--- src/wpr_consts.svh ---
// timing, packet and reason-code constants for the wireless power receiver control
// assumes a 40 MHz core clock and plain digitised sense inputs
`ifndef WPR_CONSTS_SVH
`define WPR_CONSTS_SVH
`define CLK_HZ          40000000
`define BIT_CLK_HZ      2000
`define HALF_BIT_CYC    ((`CLK_HZ / `BIT_CLK_HZ) / 2)
`define PREAMBLE_BITS   11
`define HDR_END_XFER    8'h02
`define HDR_CTRL_ERR    8'h03
`define RSN_UNKNOWN     8'h00
`define RSN_CHG_DONE    8'h01
`define RSN_INT_FAULT   8'h02
`define RSN_OVER_TEMP   8'h03
`define RSN_BAT_FAIL    8'h06
`define RSN_NO_RESP     8'h08
`define ADP_MV_LIMIT    16'h0E10
`define TJ_LIMIT_C      8'h96
`endif

--- src/wpr_pkg.sv ---
// types shared by the receiver control files
// assumes wpr_consts.svh carries all numbers
package wpr_pkg;
  typedef logic [7:0] byte_t;
  typedef enum logic [1:0] {
    MODE_DEFAULT  = 2'b00,
    MODE_WIRELESS = 2'b01,
    MODE_ADAPTER  = 2'b10,
    MODE_DISABLE  = 2'b11
  } pwr_mode_t;
endpackage
--- src/byte_link_if.sv ---
// byte stream between packet builder, buffer and encoder
// assumes one clock domain
interface byte_link_if;
  logic [7:0] data;
  logic       valid;
  logic       ready;
  logic       last;
  modport src (output data, output valid, output last, input ready);
  modport dst (input data, input valid, input last, output ready);
endinterface

--- src/byte_buffer.sv ---
// two-entry byte buffer with valid/ready on both sides
// assumes synchronous use; read data come from registers
module byte_buffer (
  input wire logic clk,
  input wire logic reset_n,
  byte_link_if.dst inLink,
  byte_link_if.src outLink
);
  logic [8:0] mem_q [2];
  logic       wrPtr_q;
  logic       rdPtr_q;
  logic [1:0] count_q;
  logic       push;
  logic       pop;

  // ============================================================
  // flow control
  assign inLink.ready  = (count_q != 2'd2);
  assign push          = inLink.valid && inLink.ready;
  assign pop           = outLink.valid && outLink.ready;
  assign outLink.valid = (count_q != 2'd0);
  assign outLink.data  = mem_q[rdPtr_q][7:0];
  assign outLink.last  = mem_q[rdPtr_q][8];

  // storage; a stalled drain keeps both words
  always_ff @(posedge clk or negedge reset_n) begin
    if (!reset_n) begin
      mem_q[0] <= 9'h000;
      mem_q[1] <= 9'h000;
      wrPtr_q  <= 1'b0;
      rdPtr_q  <= 1'b0;
      count_q  <= 2'd0;
    end else begin
      if (push) begin
        mem_q[wrPtr_q] <= {inLink.last, inLink.data};
        wrPtr_q        <= ~wrPtr_q;
      end
      if (pop) rdPtr_q <= ~rdPtr_q;
      count_q <= count_q + {1'b0, push} - {1'b0, pop};
    end
  end
endmodule

--- src/wireless_power_rx_control.sv ---
// control and load-modulation encoder of an inductive power receiver
// assumes digitised analog measurements arrive as synchronous buses
`include "wpr_consts.svh"
module wireless_power_rx_control #(
  parameter int CUR_W = 10
) (
  input  wire logic              clk,
  input  wire logic              reset_n,
  input  wire logic              mode_select_a,
  input  wire logic              mode_select_b,
  input  wire logic              adapterPresent,
  input  wire logic [15:0]       adapterMillivolts,
  input  wire logic [7:0]        junctionTempC,
  input  wire logic [9:0]        thermistor_sense,
  input  wire logic              senseForcedHigh,
  input  wire logic              senseForcedLow,
  input  wire logic [9:0]        sense_hot_limit,
  input  wire logic [9:0]        sense_cold_limit,
  input  wire logic [9:0]        senseRegLimit,
  input  wire logic              hostChargeDone,
  input  wire logic              hostBatteryFail,
  input  wire logic              rectNoConverge,
  input  wire logic              transferPhase,
  input  wire logic [7:0]        ctrlErrValue,
  input  wire logic [CUR_W-1:0]  loadCurrent,
  input  wire logic [CUR_W-1:0]  load_current_limit_one,
  input  wire logic [CUR_W-1:0]  load_current_limit_two,
  input  wire logic [CUR_W-1:0]  load_current_limit_three,
  input  wire logic [7:0]        rectTargetSet1,
  input  wire logic [7:0]        rectTargetSet2,
  input  wire logic [7:0]        rectTargetSet3,
  input  wire logic [7:0]        rectTargetSet4,
  output logic [7:0]             rect_target_level,
  output logic                   wirelessEnable,
  output logic                   adapter_switch_en_n,
  output logic                   reverseSupplyAllow,
  output logic                   currentLimitReduced,
  output logic                   load_mod_switch_a,
  output logic                   load_mod_switch_b,
  output logic                   endXferSent,
  output logic [7:0]             lastReason
);
  import wpr_pkg::*;

  typedef enum logic [2:0] {
    TX_IDLE  = 3'b000,
    TX_PRE   = 3'b001,
    TX_START = 3'b011,
    TX_DATA  = 3'b010,
    TX_PAR   = 3'b110,
    TX_STOP  = 3'b111
  } tx_state_t;

  typedef enum logic [1:0] {
    PK_IDLE = 2'b00,
    PK_HDR  = 2'b01,
    PK_BODY = 2'b11,
    PK_SUM  = 2'b10
  } pk_state_t;

  localparam int HALF_CYC = `HALF_BIT_CYC;

  pwr_mode_t  mode;
  logic       stopCause;
  logic [7:0] reasonCode;
  logic       tempOut;
  logic       tempRegHot;
  byte_link_if bufIn ();
  byte_link_if bufOut ();

  // ============================================================
  // power path arbitration
  assign mode = pwr_mode_t'({mode_select_a, mode_select_b});

  // adapter priority in default mode; switch enable is active low
  always_ff @(posedge clk or negedge reset_n) begin
    if (!reset_n) begin
      wirelessEnable      <= 1'b0;
      adapter_switch_en_n <= 1'b1;
      reverseSupplyAllow  <= 1'b0;
    end else begin
      case (mode)
        MODE_DEFAULT: begin
          wirelessEnable      <= !adapterPresent;
          adapter_switch_en_n <= !adapterPresent;
          reverseSupplyAllow  <= 1'b0;
        end
        MODE_WIRELESS: begin
          wirelessEnable      <= 1'b1;
          adapter_switch_en_n <= 1'b1;
          reverseSupplyAllow  <= 1'b0;
        end
        MODE_ADAPTER: begin
          wirelessEnable      <= 1'b0;
          adapter_switch_en_n <= 1'b0;
          reverseSupplyAllow  <= 1'b1;
        end
        default: begin
          wirelessEnable      <= 1'b0;
          adapter_switch_en_n <= 1'b1;
          reverseSupplyAllow  <= 1'b0;
        end
      endcase
    end
  end

  // ============================================================
  // rectifier target by load current band
  always_ff @(posedge clk or negedge reset_n) begin
    if (!reset_n) begin
      rect_target_level <= 8'h00;
    end else if (loadCurrent < load_current_limit_one) begin
      rect_target_level <= rectTargetSet1;
    end else if (loadCurrent <= load_current_limit_two) begin
      rect_target_level <= rectTargetSet2;
    end else if (loadCurrent <= load_current_limit_three) begin
      rect_target_level <= rectTargetSet3;
    end else begin
      rect_target_level <= rectTargetSet4;
    end
  end

  // ============================================================
  // thermal window; ntc: lower code means hotter
  assign tempOut    = (thermistor_sense < sense_hot_limit) ||
                      (thermistor_sense > sense_cold_limit);
  assign tempRegHot = (thermistor_sense <= senseRegLimit);

  // current limit drops at regulation point, returns when cooled
  always_ff @(posedge clk or negedge reset_n) begin
    if (!reset_n) currentLimitReduced <= 1'b0;
    else          currentLimitReduced <= tempRegHot;
  end

  // reason priority: safety faults ahead of host requests
  always_comb begin
    stopCause  = 1'b1;
    reasonCode = `RSN_UNKNOWN;
    if (junctionTempC > `TJ_LIMIT_C) begin
      reasonCode = `RSN_INT_FAULT;
    end else if (tempOut || senseForcedLow) begin
      reasonCode = `RSN_OVER_TEMP;
    end else if (adapterMillivolts > `ADP_MV_LIMIT) begin
      reasonCode = `RSN_UNKNOWN;
    end else if (rectNoConverge) begin
      reasonCode = `RSN_NO_RESP;
    end else if (hostBatteryFail) begin
      reasonCode = `RSN_BAT_FAIL;
    end else if (hostChargeDone || mode_select_a || senseForcedHigh) begin
      reasonCode = `RSN_CHG_DONE;
    end else begin
      stopCause = 1'b0;
    end
  end

  // ============================================================
  // packet builder: header, one body byte, checksum
  pk_state_t  pkState_q;
  logic [7:0] pkHdr_q;
  logic [7:0] pkBody_q;
  logic [7:0] pkData;

  always_comb begin
    case (pkState_q)
      PK_HDR:  pkData = pkHdr_q;
      PK_BODY: pkData = pkBody_q;
      default: pkData = pkHdr_q ^ pkBody_q;
    endcase
  end
  assign bufIn.data  = pkData;
  assign bufIn.valid = (pkState_q != PK_IDLE);
  assign bufIn.last  = (pkState_q == PK_SUM);

  // stop packet takes precedence over control error reports
  always_ff @(posedge clk or negedge reset_n) begin
    if (!reset_n) begin
      pkState_q   <= PK_IDLE;
      pkHdr_q     <= 8'h00;
      pkBody_q    <= 8'h00;
      endXferSent <= 1'b0;
      lastReason  <= 8'h00;
    end else begin
      endXferSent <= 1'b0;
      case (pkState_q)
        PK_IDLE: begin
          if (stopCause && wirelessEnable) begin
            pkHdr_q   <= `HDR_END_XFER;
            pkBody_q  <= reasonCode;
            pkState_q <= PK_HDR;
          end else if (transferPhase && wirelessEnable) begin
            pkHdr_q   <= `HDR_CTRL_ERR;
            pkBody_q  <= ctrlErrValue;
            pkState_q <= PK_HDR;
          end
        end
        PK_HDR:  if (bufIn.ready) pkState_q <= PK_BODY;
        PK_BODY: if (bufIn.ready) pkState_q <= PK_SUM;
        default: if (bufIn.ready) begin
          pkState_q <= PK_IDLE;
          if (pkHdr_q == `HDR_END_XFER) begin
            endXferSent <= 1'b1;
            lastReason  <= pkBody_q;
          end
        end
      endcase
    end
  end

  byte_buffer u_buf (
    .clk     (clk),
    .reset_n (reset_n),
    .inLink  (bufIn.dst),
    .outLink (bufOut.src)
  );

  // ============================================================
  // bit clock: half-period tick gives rising and falling edges
  logic [15:0] halfCnt_q;
  logic        halfTick;
  logic        bitPhase_q;   // 0 = first half of bit

  assign halfTick = (halfCnt_q == 16'(HALF_CYC - 1));
  always_ff @(posedge clk or negedge reset_n) begin
    if (!reset_n) begin
      halfCnt_q  <= 16'h0000;
      bitPhase_q <= 1'b0;
    end else if (halfTick) begin
      halfCnt_q  <= 16'h0000;
      bitPhase_q <= ~bitPhase_q;
    end else begin
      halfCnt_q <= halfCnt_q + 16'h0001;
    end
  end

  // ============================================================
  // framer: preamble, then start, data lsb first, odd parity, stop
  tx_state_t  txState_q;
  logic [7:0] shift_q;
  logic [3:0] bitCnt_q;
  logic       parity_q;
  logic       lastByte_q;
  logic       curBit;
  logic       modLevel_q;
  logic       bitEnd;
  logic       bitStart;

  // a stop bit hands straight over to the next byte of the same packet, so a packet's bytes run back to back
  assign bitEnd       = halfTick && bitPhase_q;
  assign bufOut.ready = (txState_q == TX_IDLE || txState_q == TX_STOP) && bitEnd;
  assign bitStart     = (txState_q != TX_IDLE && txState_q != TX_STOP) || bufOut.valid;

  always_comb begin
    case (txState_q)
      TX_START: curBit = 1'b0;
      TX_DATA:  curBit = shift_q[0];
      TX_PAR:   curBit = ~parity_q;
      default:  curBit = 1'b1;   // preamble ones and stop bit
    endcase
  end

  always_ff @(posedge clk or negedge reset_n) begin
    if (!reset_n) begin
      txState_q  <= TX_IDLE;
      shift_q    <= 8'h00;
      bitCnt_q   <= 4'h0;
      parity_q   <= 1'b0;
      lastByte_q <= 1'b0;
    end else if (bitEnd) begin
      case (txState_q)
        TX_IDLE, TX_STOP: if (bufOut.valid) begin
          shift_q    <= bufOut.data;
          lastByte_q <= bufOut.last;
          bitCnt_q   <= 4'h0;
          // a fresh packet opens with the preamble, a later byte follows at once
          txState_q  <= (txState_q == TX_IDLE || lastByte_q) ? TX_PRE : TX_START;
        end else begin
          txState_q  <= TX_IDLE;
        end
        TX_PRE: begin
          bitCnt_q <= bitCnt_q + 4'h1;
          if (bitCnt_q == 4'(`PREAMBLE_BITS - 1)) begin
            bitCnt_q  <= 4'h0;
            txState_q <= TX_START;
          end
        end
        TX_START: begin
          parity_q  <= 1'b0;
          txState_q <= TX_DATA;
        end
        TX_DATA: begin
          parity_q <= parity_q ^ shift_q[0];
          shift_q  <= {1'b0, shift_q[7:1]};
          bitCnt_q <= bitCnt_q + 4'h1;
          if (bitCnt_q == 4'h7) txState_q <= TX_PAR;
        end
        TX_PAR:  txState_q <= TX_STOP;
        default: txState_q <= TX_IDLE;
      endcase
    end
  end

  // ============================================================
  // bi-phase modulation level; switches pull load in pairs
  always_ff @(posedge clk or negedge reset_n) begin
    if (!reset_n) begin
      modLevel_q <= 1'b0;
    end else if (halfTick) begin
      if (bitPhase_q && bitStart) begin
        modLevel_q <= ~modLevel_q;
      end else if (!bitPhase_q && curBit && txState_q != TX_IDLE) begin
        modLevel_q <= ~modLevel_q;
      end
    end
  end
  always_ff @(posedge clk or negedge reset_n) begin
    if (!reset_n) begin
      load_mod_switch_a <= 1'b0;
      load_mod_switch_b <= 1'b0;
    end else begin
      load_mod_switch_a <= modLevel_q;
      load_mod_switch_b <= modLevel_q;
    end
  end
endmodule

--- config.mk ---
export PLATFORM = sky130hd
export DESIGN_NAME = wireless_power_rx_control
export DESIGN_NICKNAME = d
export VERILOG_FILES = /design/src/wpr_pkg.sv /design/src/byte_link_if.sv /design/src/byte_buffer.sv /design/src/wireless_power_rx_control.sv
export VERILOG_INCLUDE_DIRS = /design/src
export SDC_FILE = /design/constraint.sdc
export NUM_CORES = 1
export LEC_CHECK = 0
export BUFFER_PORTS_ARGS = -buffer_cell sky130_fd_sc_hd__buf_4
export CORE_ASPECT_RATIO = 2
export CORE_MARGIN = 2
export CORE_UTILIZATION = 45
export DETAILED_ROUTE_END_ITERATION = 12
export HOLD_SLACK_MARGIN = 0.02
export PLACE_DENSITY = 0.71
export SLEW_MARGIN = 20
export SYNTH_ARGS = -nofsm -noshare
export SYNTH_HDL_FRONTEND = slang
export SYNTH_SLANG_ARGS = --single-unit
--- constraint.sdc ---
create_clock -name clk -period 3.5 [get_ports clk]
set_clock_uncertainty 0.05 [all_clocks]
set_input_delay 0 -clock clk [delete_from_list [all_inputs] [get_ports clk]]
set_output_delay 0 -clock clk [all_outputs]
set_load 0.03 [all_outputs]
== Word-level counts from Yosys, hierarchy flattened ==
Index checks and enable logic that the tools add are counted.

* Flip-flop bits (word level): 97
* Input bits: 155
* Output and inout port bits: 23
* Word-level logic and storage cells: 167

* $lt $le $gt $ge: 11
* Equal/unequal tests: 22
* Muxes and demuxes: 53
* Bitwise gates (word level): 10
* Reductions and logical operators: 43
* Add/subtract/negate cells: 4

{| class="wikitable"
|+ Operators with widths
! kind !! count
|-
| 2-to-1 mux 8 bit || 8
|-
| 2-to-1 mux 9 bit || 4
|-
| case mux 8 bit (2 select lines) || 2
|-
| less-or-equal comparator 10 bit || 3
|-
| 2-to-1 mux 4 bit || 6
|-
| less-than comparator 10 bit || 2
|-
| bitwise mux 18 bit || 1
|-
| adder 16 x 1 -> 16 bit (second input constant) || 1
|-
| equality test 16 x 14 -> 1 bit (second input constant) || 1
|-
| greater-than comparator 16 x 12 -> 1 bit (second input constant) || 1
|-
| 2-to-1 mux 16 bit || 1
|-
| case mux 3 bit (5 select lines) || 1
|-
| AND reduction 3 bit || 5
|-
| 2-to-1 mux 2 bit || 7
|-
| nonzero test 2 bit || 7
|-
| 2-to-1 mux 1 bit || 13
|-
| case mux 4 bit (3 select lines) || 1
|-
| logical AND 1 bit || 11
|-
| greater-than comparator 10 bit || 1
|-
| demux 9 bit (select 1 bit) || 1
|-
| 2-to-1 mux 3 bit || 3
|-
| equality test 8 x 2 -> 1 bit (second input constant) || 1
|-
| greater-than comparator 8 bit (second input constant) || 1
|-
| inequality test 2 bit (second input constant) || 4
|-
| 30 further kinds || 57
|}

== Logic depth before layout (Yosys ltp) ==
* Depth after elaboration: 11
* Depth in mapped cells: 10
* Mapped depth without buffers: 10

== Modules after synthesis ==
From an unflattened synthesis, not the netlist that was laid out.

* Cell total of the unflattened synthesis: 605
* Area, all modules: 5,938.2 um^2

{| class="wikitable"
|+ By module, submodules not included
! module !! seq. area each (um^2) !! instances !! cells an instance !! area an instance (um^2)
|-
| wireless_power_rx_control || 1,727.9 || 1 || 535 || 4,936.0
|-
| byte_buffer || 550.5 || 1 || 70 || 1,002.2
|}

== Worst setup path after synthesis ==
Ideal clock, no wire load.

* Kind: register to register
* Start point: register halfCnt_q[4]
* End point: register u_buf.count_q[1]
* Setup time: 0.080 ns
* Required time: 3.370 ns
* Path slack: 0.820 ns
* Path buffers: 0
* Data arrival time: 2.550 ns
* Cell stages (with the launch flop): 11
* Clock period less this slack: 2.680 ns
* Cell sequence: dfrtp_1 or4b_1 or4_1 nor3_2 nand2_1 nor2_1 ha_1 inv_1 ha_1 xnor2_1 xnor2_1

* Longest elaborated chain between the ends: 5

{| class="wikitable"
|+ Ends and longest elaborated chain
! element !! RTL line !! text
|-
| from (decl) || wireless_power_rx_control.sv:218 || <nowiki>logic [15:0] halfCnt_q;</nowiki>
|-
| from (signal assigned) || wireless_power_rx_control.sv:231 || <nowiki>halfCnt_q <= halfCnt_q + 16'h0001;</nowiki>
|-
| equality test 16 x 14 -> 1 bit || wireless_power_rx_control.sv:222 || <nowiki>assign halfTick = (halfCnt_q == 16'(HALF_CYC - 1));</nowiki>
|-
| logical AND 1 bit || wireless_power_rx_control.sv:248 || <nowiki>assign bitEnd = halfTick && bitPhase_q;</nowiki>
|-
| logical AND 1 bit || wireless_power_rx_control.sv:249 || <nowiki>assign bufOut.ready = (txState_q == TX_IDLE || txState_q == TX_STOP) && bitEnd;</nowiki>
|-
| logical AND 1 bit || byte_buffer.sv:20 || <nowiki>assign pop = outLink.valid && outLink.ready;</nowiki>
|-
| net u_buf.pop || byte_buffer.sv:14 || <nowiki>logic pop;</nowiki>
|-
| subtractor 2 x 1 -> 2 bit || byte_buffer.sv:39 || <nowiki>count_q <= count_q + {1'b0, push} - {1'b0, pop};</nowiki>
|-
| to (signal assigned) || byte_buffer.sv:39 ||
|-
| to (decl) || byte_buffer.sv:12 || <nowiki>logic [1:0] count_q;</nowiki>
|}

The timed path passes the listed nets, and every way through them passes these cells.
A chain may end at the register's enable or synchronous reset.

== Worst setup path in the final report ==
* Start point: input port mode_select_a
* End point: register pkBody_q[2]

* Longest elaborated chain between the ends: 11
* Elaborated cells on any way between the ends: 12
* Classes of those cells: mux: 7; reduce/logical: 5

{| class="wikitable"
|+ Ends and longest elaborated chain
! element !! RTL line !! text
|-
| from (decl) || wireless_power_rx_control.sv:9 || <nowiki>input wire logic mode_select_a,</nowiki>
|-
| logical OR 1 bit * (2 in a row) || wireless_power_rx_control.sv:149 || <nowiki>end else if (hostChargeDone || mode_select_a || senseForcedHigh) begin</nowiki>
|-
| 2-to-1 mux 1 bit * || wireless_power_rx_control.sv:149 ||
|-
| 2-to-1 mux 1 bit * || wireless_power_rx_control.sv:147 || <nowiki>end else if (hostBatteryFail) begin</nowiki>
|-
| 2-to-1 mux 1 bit * || wireless_power_rx_control.sv:145 || <nowiki>end else if (rectNoConverge) begin</nowiki>
|-
| 2-to-1 mux 1 bit * || wireless_power_rx_control.sv:143 || <nowiki>end else if (adapterMillivolts > `ADP_MV_LIMIT) begin</nowiki>
|-
| 2-to-1 mux 1 bit * || wireless_power_rx_control.sv:141 || <nowiki>end else if (tempOut || senseForcedLow) begin</nowiki>
|-
| 2-to-1 mux 1 bit * || wireless_power_rx_control.sv:139 || <nowiki>if (junctionTempC > `TJ_LIMIT_C) begin</nowiki>
|-
| logical AND 1 bit * || wireless_power_rx_control.sv:186 || <nowiki>if (stopCause && wirelessEnable) begin</nowiki>
|-
| nonzero test 2 bit (no source line) || - ||
|-
| AND reduction 2 bit (no source line) || - ||
|-
| to (signal assigned) || wireless_power_rx_control.sv:188 || <nowiki>pkBody_q <= reasonCode;</nowiki>
|-
| to (signal assigned) || wireless_power_rx_control.sv:192 || <nowiki>pkBody_q <= ctrlErrValue;</nowiki>
|-
| to (decl) || wireless_power_rx_control.sv:160 || <nowiki>logic [7:0] pkBody_q;</nowiki>
|}

Every way passes the cells marked *; elsewhere a longest branch is shown, timed or not.

==> reports/qor.txt <==
number of cells on the worst reg-to-reg path - 10
Synth Warn # - 0
Reg2Reg Setup Slack - 0.66 ns
clk sinks - 91
Initial Util - 45.6%
CP startpoint kind - input port
Yosys reg bits - 91
Peak supply drop - 0.000367 V
Die X - 84.6 um
Synth cell types - 64
area grow syn2layout - 35.5%
CP arrival - 3.12 ns
Port Buf Inserts - 177
Fin Hold WS - 0.0327 ns
sequential fraction of the synthesis area - 38.9%
GRT overflow - 0
Worst-path clk slew - 0.06 ns
GPL Wtd Cong - 0.806
worst-path cell chain - dlygate4sd3_1, buf_4, or3_1, or4_1, nor2_1, nor4b_1, a31oi_1, nor2_1, a31oi_1, dlygate4sd3_1
max cap viols - 0
worst slew pin tran - 0.970 ns
share of synthesized registers carrying an async set or reset - 100%
Max Clock Freq - 340 MHz
Die ar. - 14,000 sq um
Die Height - 165 um
Tot GR Track Use - 20.9%
Crit path max-delay family - simple AND/OR/NAND/NOR gates
final setup fails - 0
Final Max Slew Viols - 0
WHS Path Cells - 4
cts bufs inserted - 9
Reg2Reg Capture Point - u_buf.count_q[1]
status - completed
endpoint class of the critical path - flip-flop
post-route ant nets - 0
Synth Flop Type - dfrtp_1
largest net degree at the start of global routing - 65
Final Core Density - 61.7%
IO Pins - 178
layout cell share with drive strength beyond 1 - 28.2%
antenna violations before repair - 0
cells after synthesis - 637
critical path buffer and inverter count - 3
Mapped Nets - 855
pwr dens - 424 nW/um^2
Min-Delay Path Class - input port to flip-flop
Final Hold Fails - 0
Syn Area/Cell - 9.19 sq um
CP max stage cell - dlygate4sd3_1
Routed WL per cell - 14.0 um
RSZ-0062 raised after global routing - no
Routed WL - 14.0 mm
Post-synth EDFFs - 0
CP Max Fanout - 12
# rows - 59
via count - 5,261
via count of the first global-routing pass - 5,383
Final min period - 2.95 ns
pre-CTS WS - 0.652 ns
post-detail-place hpwl - 11.1 mm
H-tree Lvls - 3
root buffer cell - clkbuf_16
TritonCTS clock tree - built
fin nets - 1,063
CP required - 3.67 ns
CORE AREA - 12,800 sq um
Clock Tree Buf Depth - 2
Post-Syn Area - 5850 sq um
first-pass GRT wire length - 23.7 mm
drt via density - 5.25
# diodes - 0
PnR worst setup slack - 0.555 ns
crit path kind - input port to flip-flop
Starting DRT DRC Count - 184
Hold Path Origin - thermistor_sense[1]
leakage power - 0.00403 uW
crit share post-route - 84.1%
max incr delay on CP - 0.62 ns
Fin Setup TNS - 0 ns
Worst Hold Endpoint - currentLimitReduced
Initial DRT Pass Iterations - 4
Worst-Skew Late Latency - 0.34 ns
reg2reg start - halfCnt_q[4]
total power draw - 3360 uW
number of remaining DRC errors - 0
Worst slew margin - 34.9%
==> timing repair <==
action                                 CTS  global route
setup buffers                            0             0
hold buffers                            33             0
endpoints found under the hold margin   82             0
gates resized for setup                  0             0
==> flip-flops by register name, indices dropped and copies added (netlist names), 3 cells and up <==
name               cells
shift_q                8
txState_q              3
pkBody_q               8
u_buf.mem_q           18
halfCnt_q             16
bitCnt_q               4
lastReason             8
rect_target_level      8
==> stage by stage <==
step	std cells	cell area (sq um)
3_3_place_gp	953	7300
4_1_cts	1002	7930
6_report	1002	7930
2_1_floorplan	637	5850
5_1_grt	1002	7930
3_5_place_dp	953	7300
==> worst register-to-register path, cell delays in order (launching register included) <==
cell and delay [ns]:
dfrtp_1 0.44, or4b_1 0.52, or4_1 0.49, nor3_2 0.17, nand2_1 0.12, nor2_1 0.25
ha_1 0.28, inv_1 0.06, ha_1 0.14, xnor2_1 0.13, xnor2_1 0.13
==> Yosys cell counts (all sizes together) (4+ instances only) <==
master	number	area (sq um)
nand3b	4	30.0
a31oi	4	25.0
o21ai	44	220
dfrtp	90	2250
mux2	31	349
a22o	4	35.0
nor2	39	149
and3	6	38.8
o211ai	4	30.0
nand2b	10	62.6
nand3	20	105
ha	63	788
inv	68	255
xnor2	9	78.8
mux2i	10	100
a211oi	5	37.5
clkbuf	12	45.0
nand4	9	56.3
nor3	8	45.0
a21o	11	83.8
nand2	89	334
xor2	11	96.3
a21oi	30	150
buf	5	55.1
==> layout by cell type (no fill, tap or decap), drive strengths merged, types with 9 or more instances in the layout <==
master / count
xor2: 11
xnor2: 9
mux2i: 10
nand2: 89
inv: 71
a21oi: 30
dfrtp: 90
a21o: 11
mux2: 31
nand2b: 10
buf: 181
o21ai: 44
clkbuf: 9
nand3: 20
ha: 63
nand4: 9
dlygate4sd3: 33
nor2: 39
==> metal layers <==
| metal | global-route usage [%] | share of wire, % | vias to the layer above |
|---|---|---|---|
| li1 | - | - | 2631 |
| met2 | 36.9 | 50 | 171 |
| met4 | 9.31 | 3.3 | 0 |
| met5 | 0 | 0 | - |
| met3 | 4.17 | 6.0 | 29 |
| met1 | 24.2 | 41 | 2430 |
==> power by group <==
group / switching [uW] / internal (uW)
Combinational: 547 / 521
Sequential: 116 / 1210
Clock: 413 / 558
Total: 1080 / 2290
==> kinds of logic after synthesis <==
group                    Yosys count  synth area share (%)
AND/OR/NAND/NOR                  209                  17.2
AO/OA/AOI/OAI                    127                  13.6
flip-flops                        91                  38.9
buffers and inverters             86                  6.14
adder cells (fa/ha/maj)           63                  13.5
multiplexers                      41                  7.68
XOR/XNOR                          20                  2.99
==> how the worst max path moves through the flow <==
stage	start	to	depth (start not counted)
6_report	mode_select_a	pkBody_q[2]	10
5_1_grt	mode_select_a	pkBody_q[2]	10
4_1_cts	mode_select_a	pkBody_q[2]	10
3_5_place_dp	halfCnt_q[4]	u_buf.count_q[1]	10
3_3_place_gp	halfCnt_q[4]	u_buf.count_q[1]	10
2_1_floorplan	halfCnt_q[4]	u_buf.count_q[1]	10
==> layout make-up <==
type	instances	area, sq um
timing repair buffer	214	1690
clock buffer	9	225
inverter	69	259
tap	152	190
clock inverter	7	73.8
fill	1095	4910
sequential	91	2280
multi-input combinational	460	3210
No activity file was read; power rests on OpenSTA's default activity.
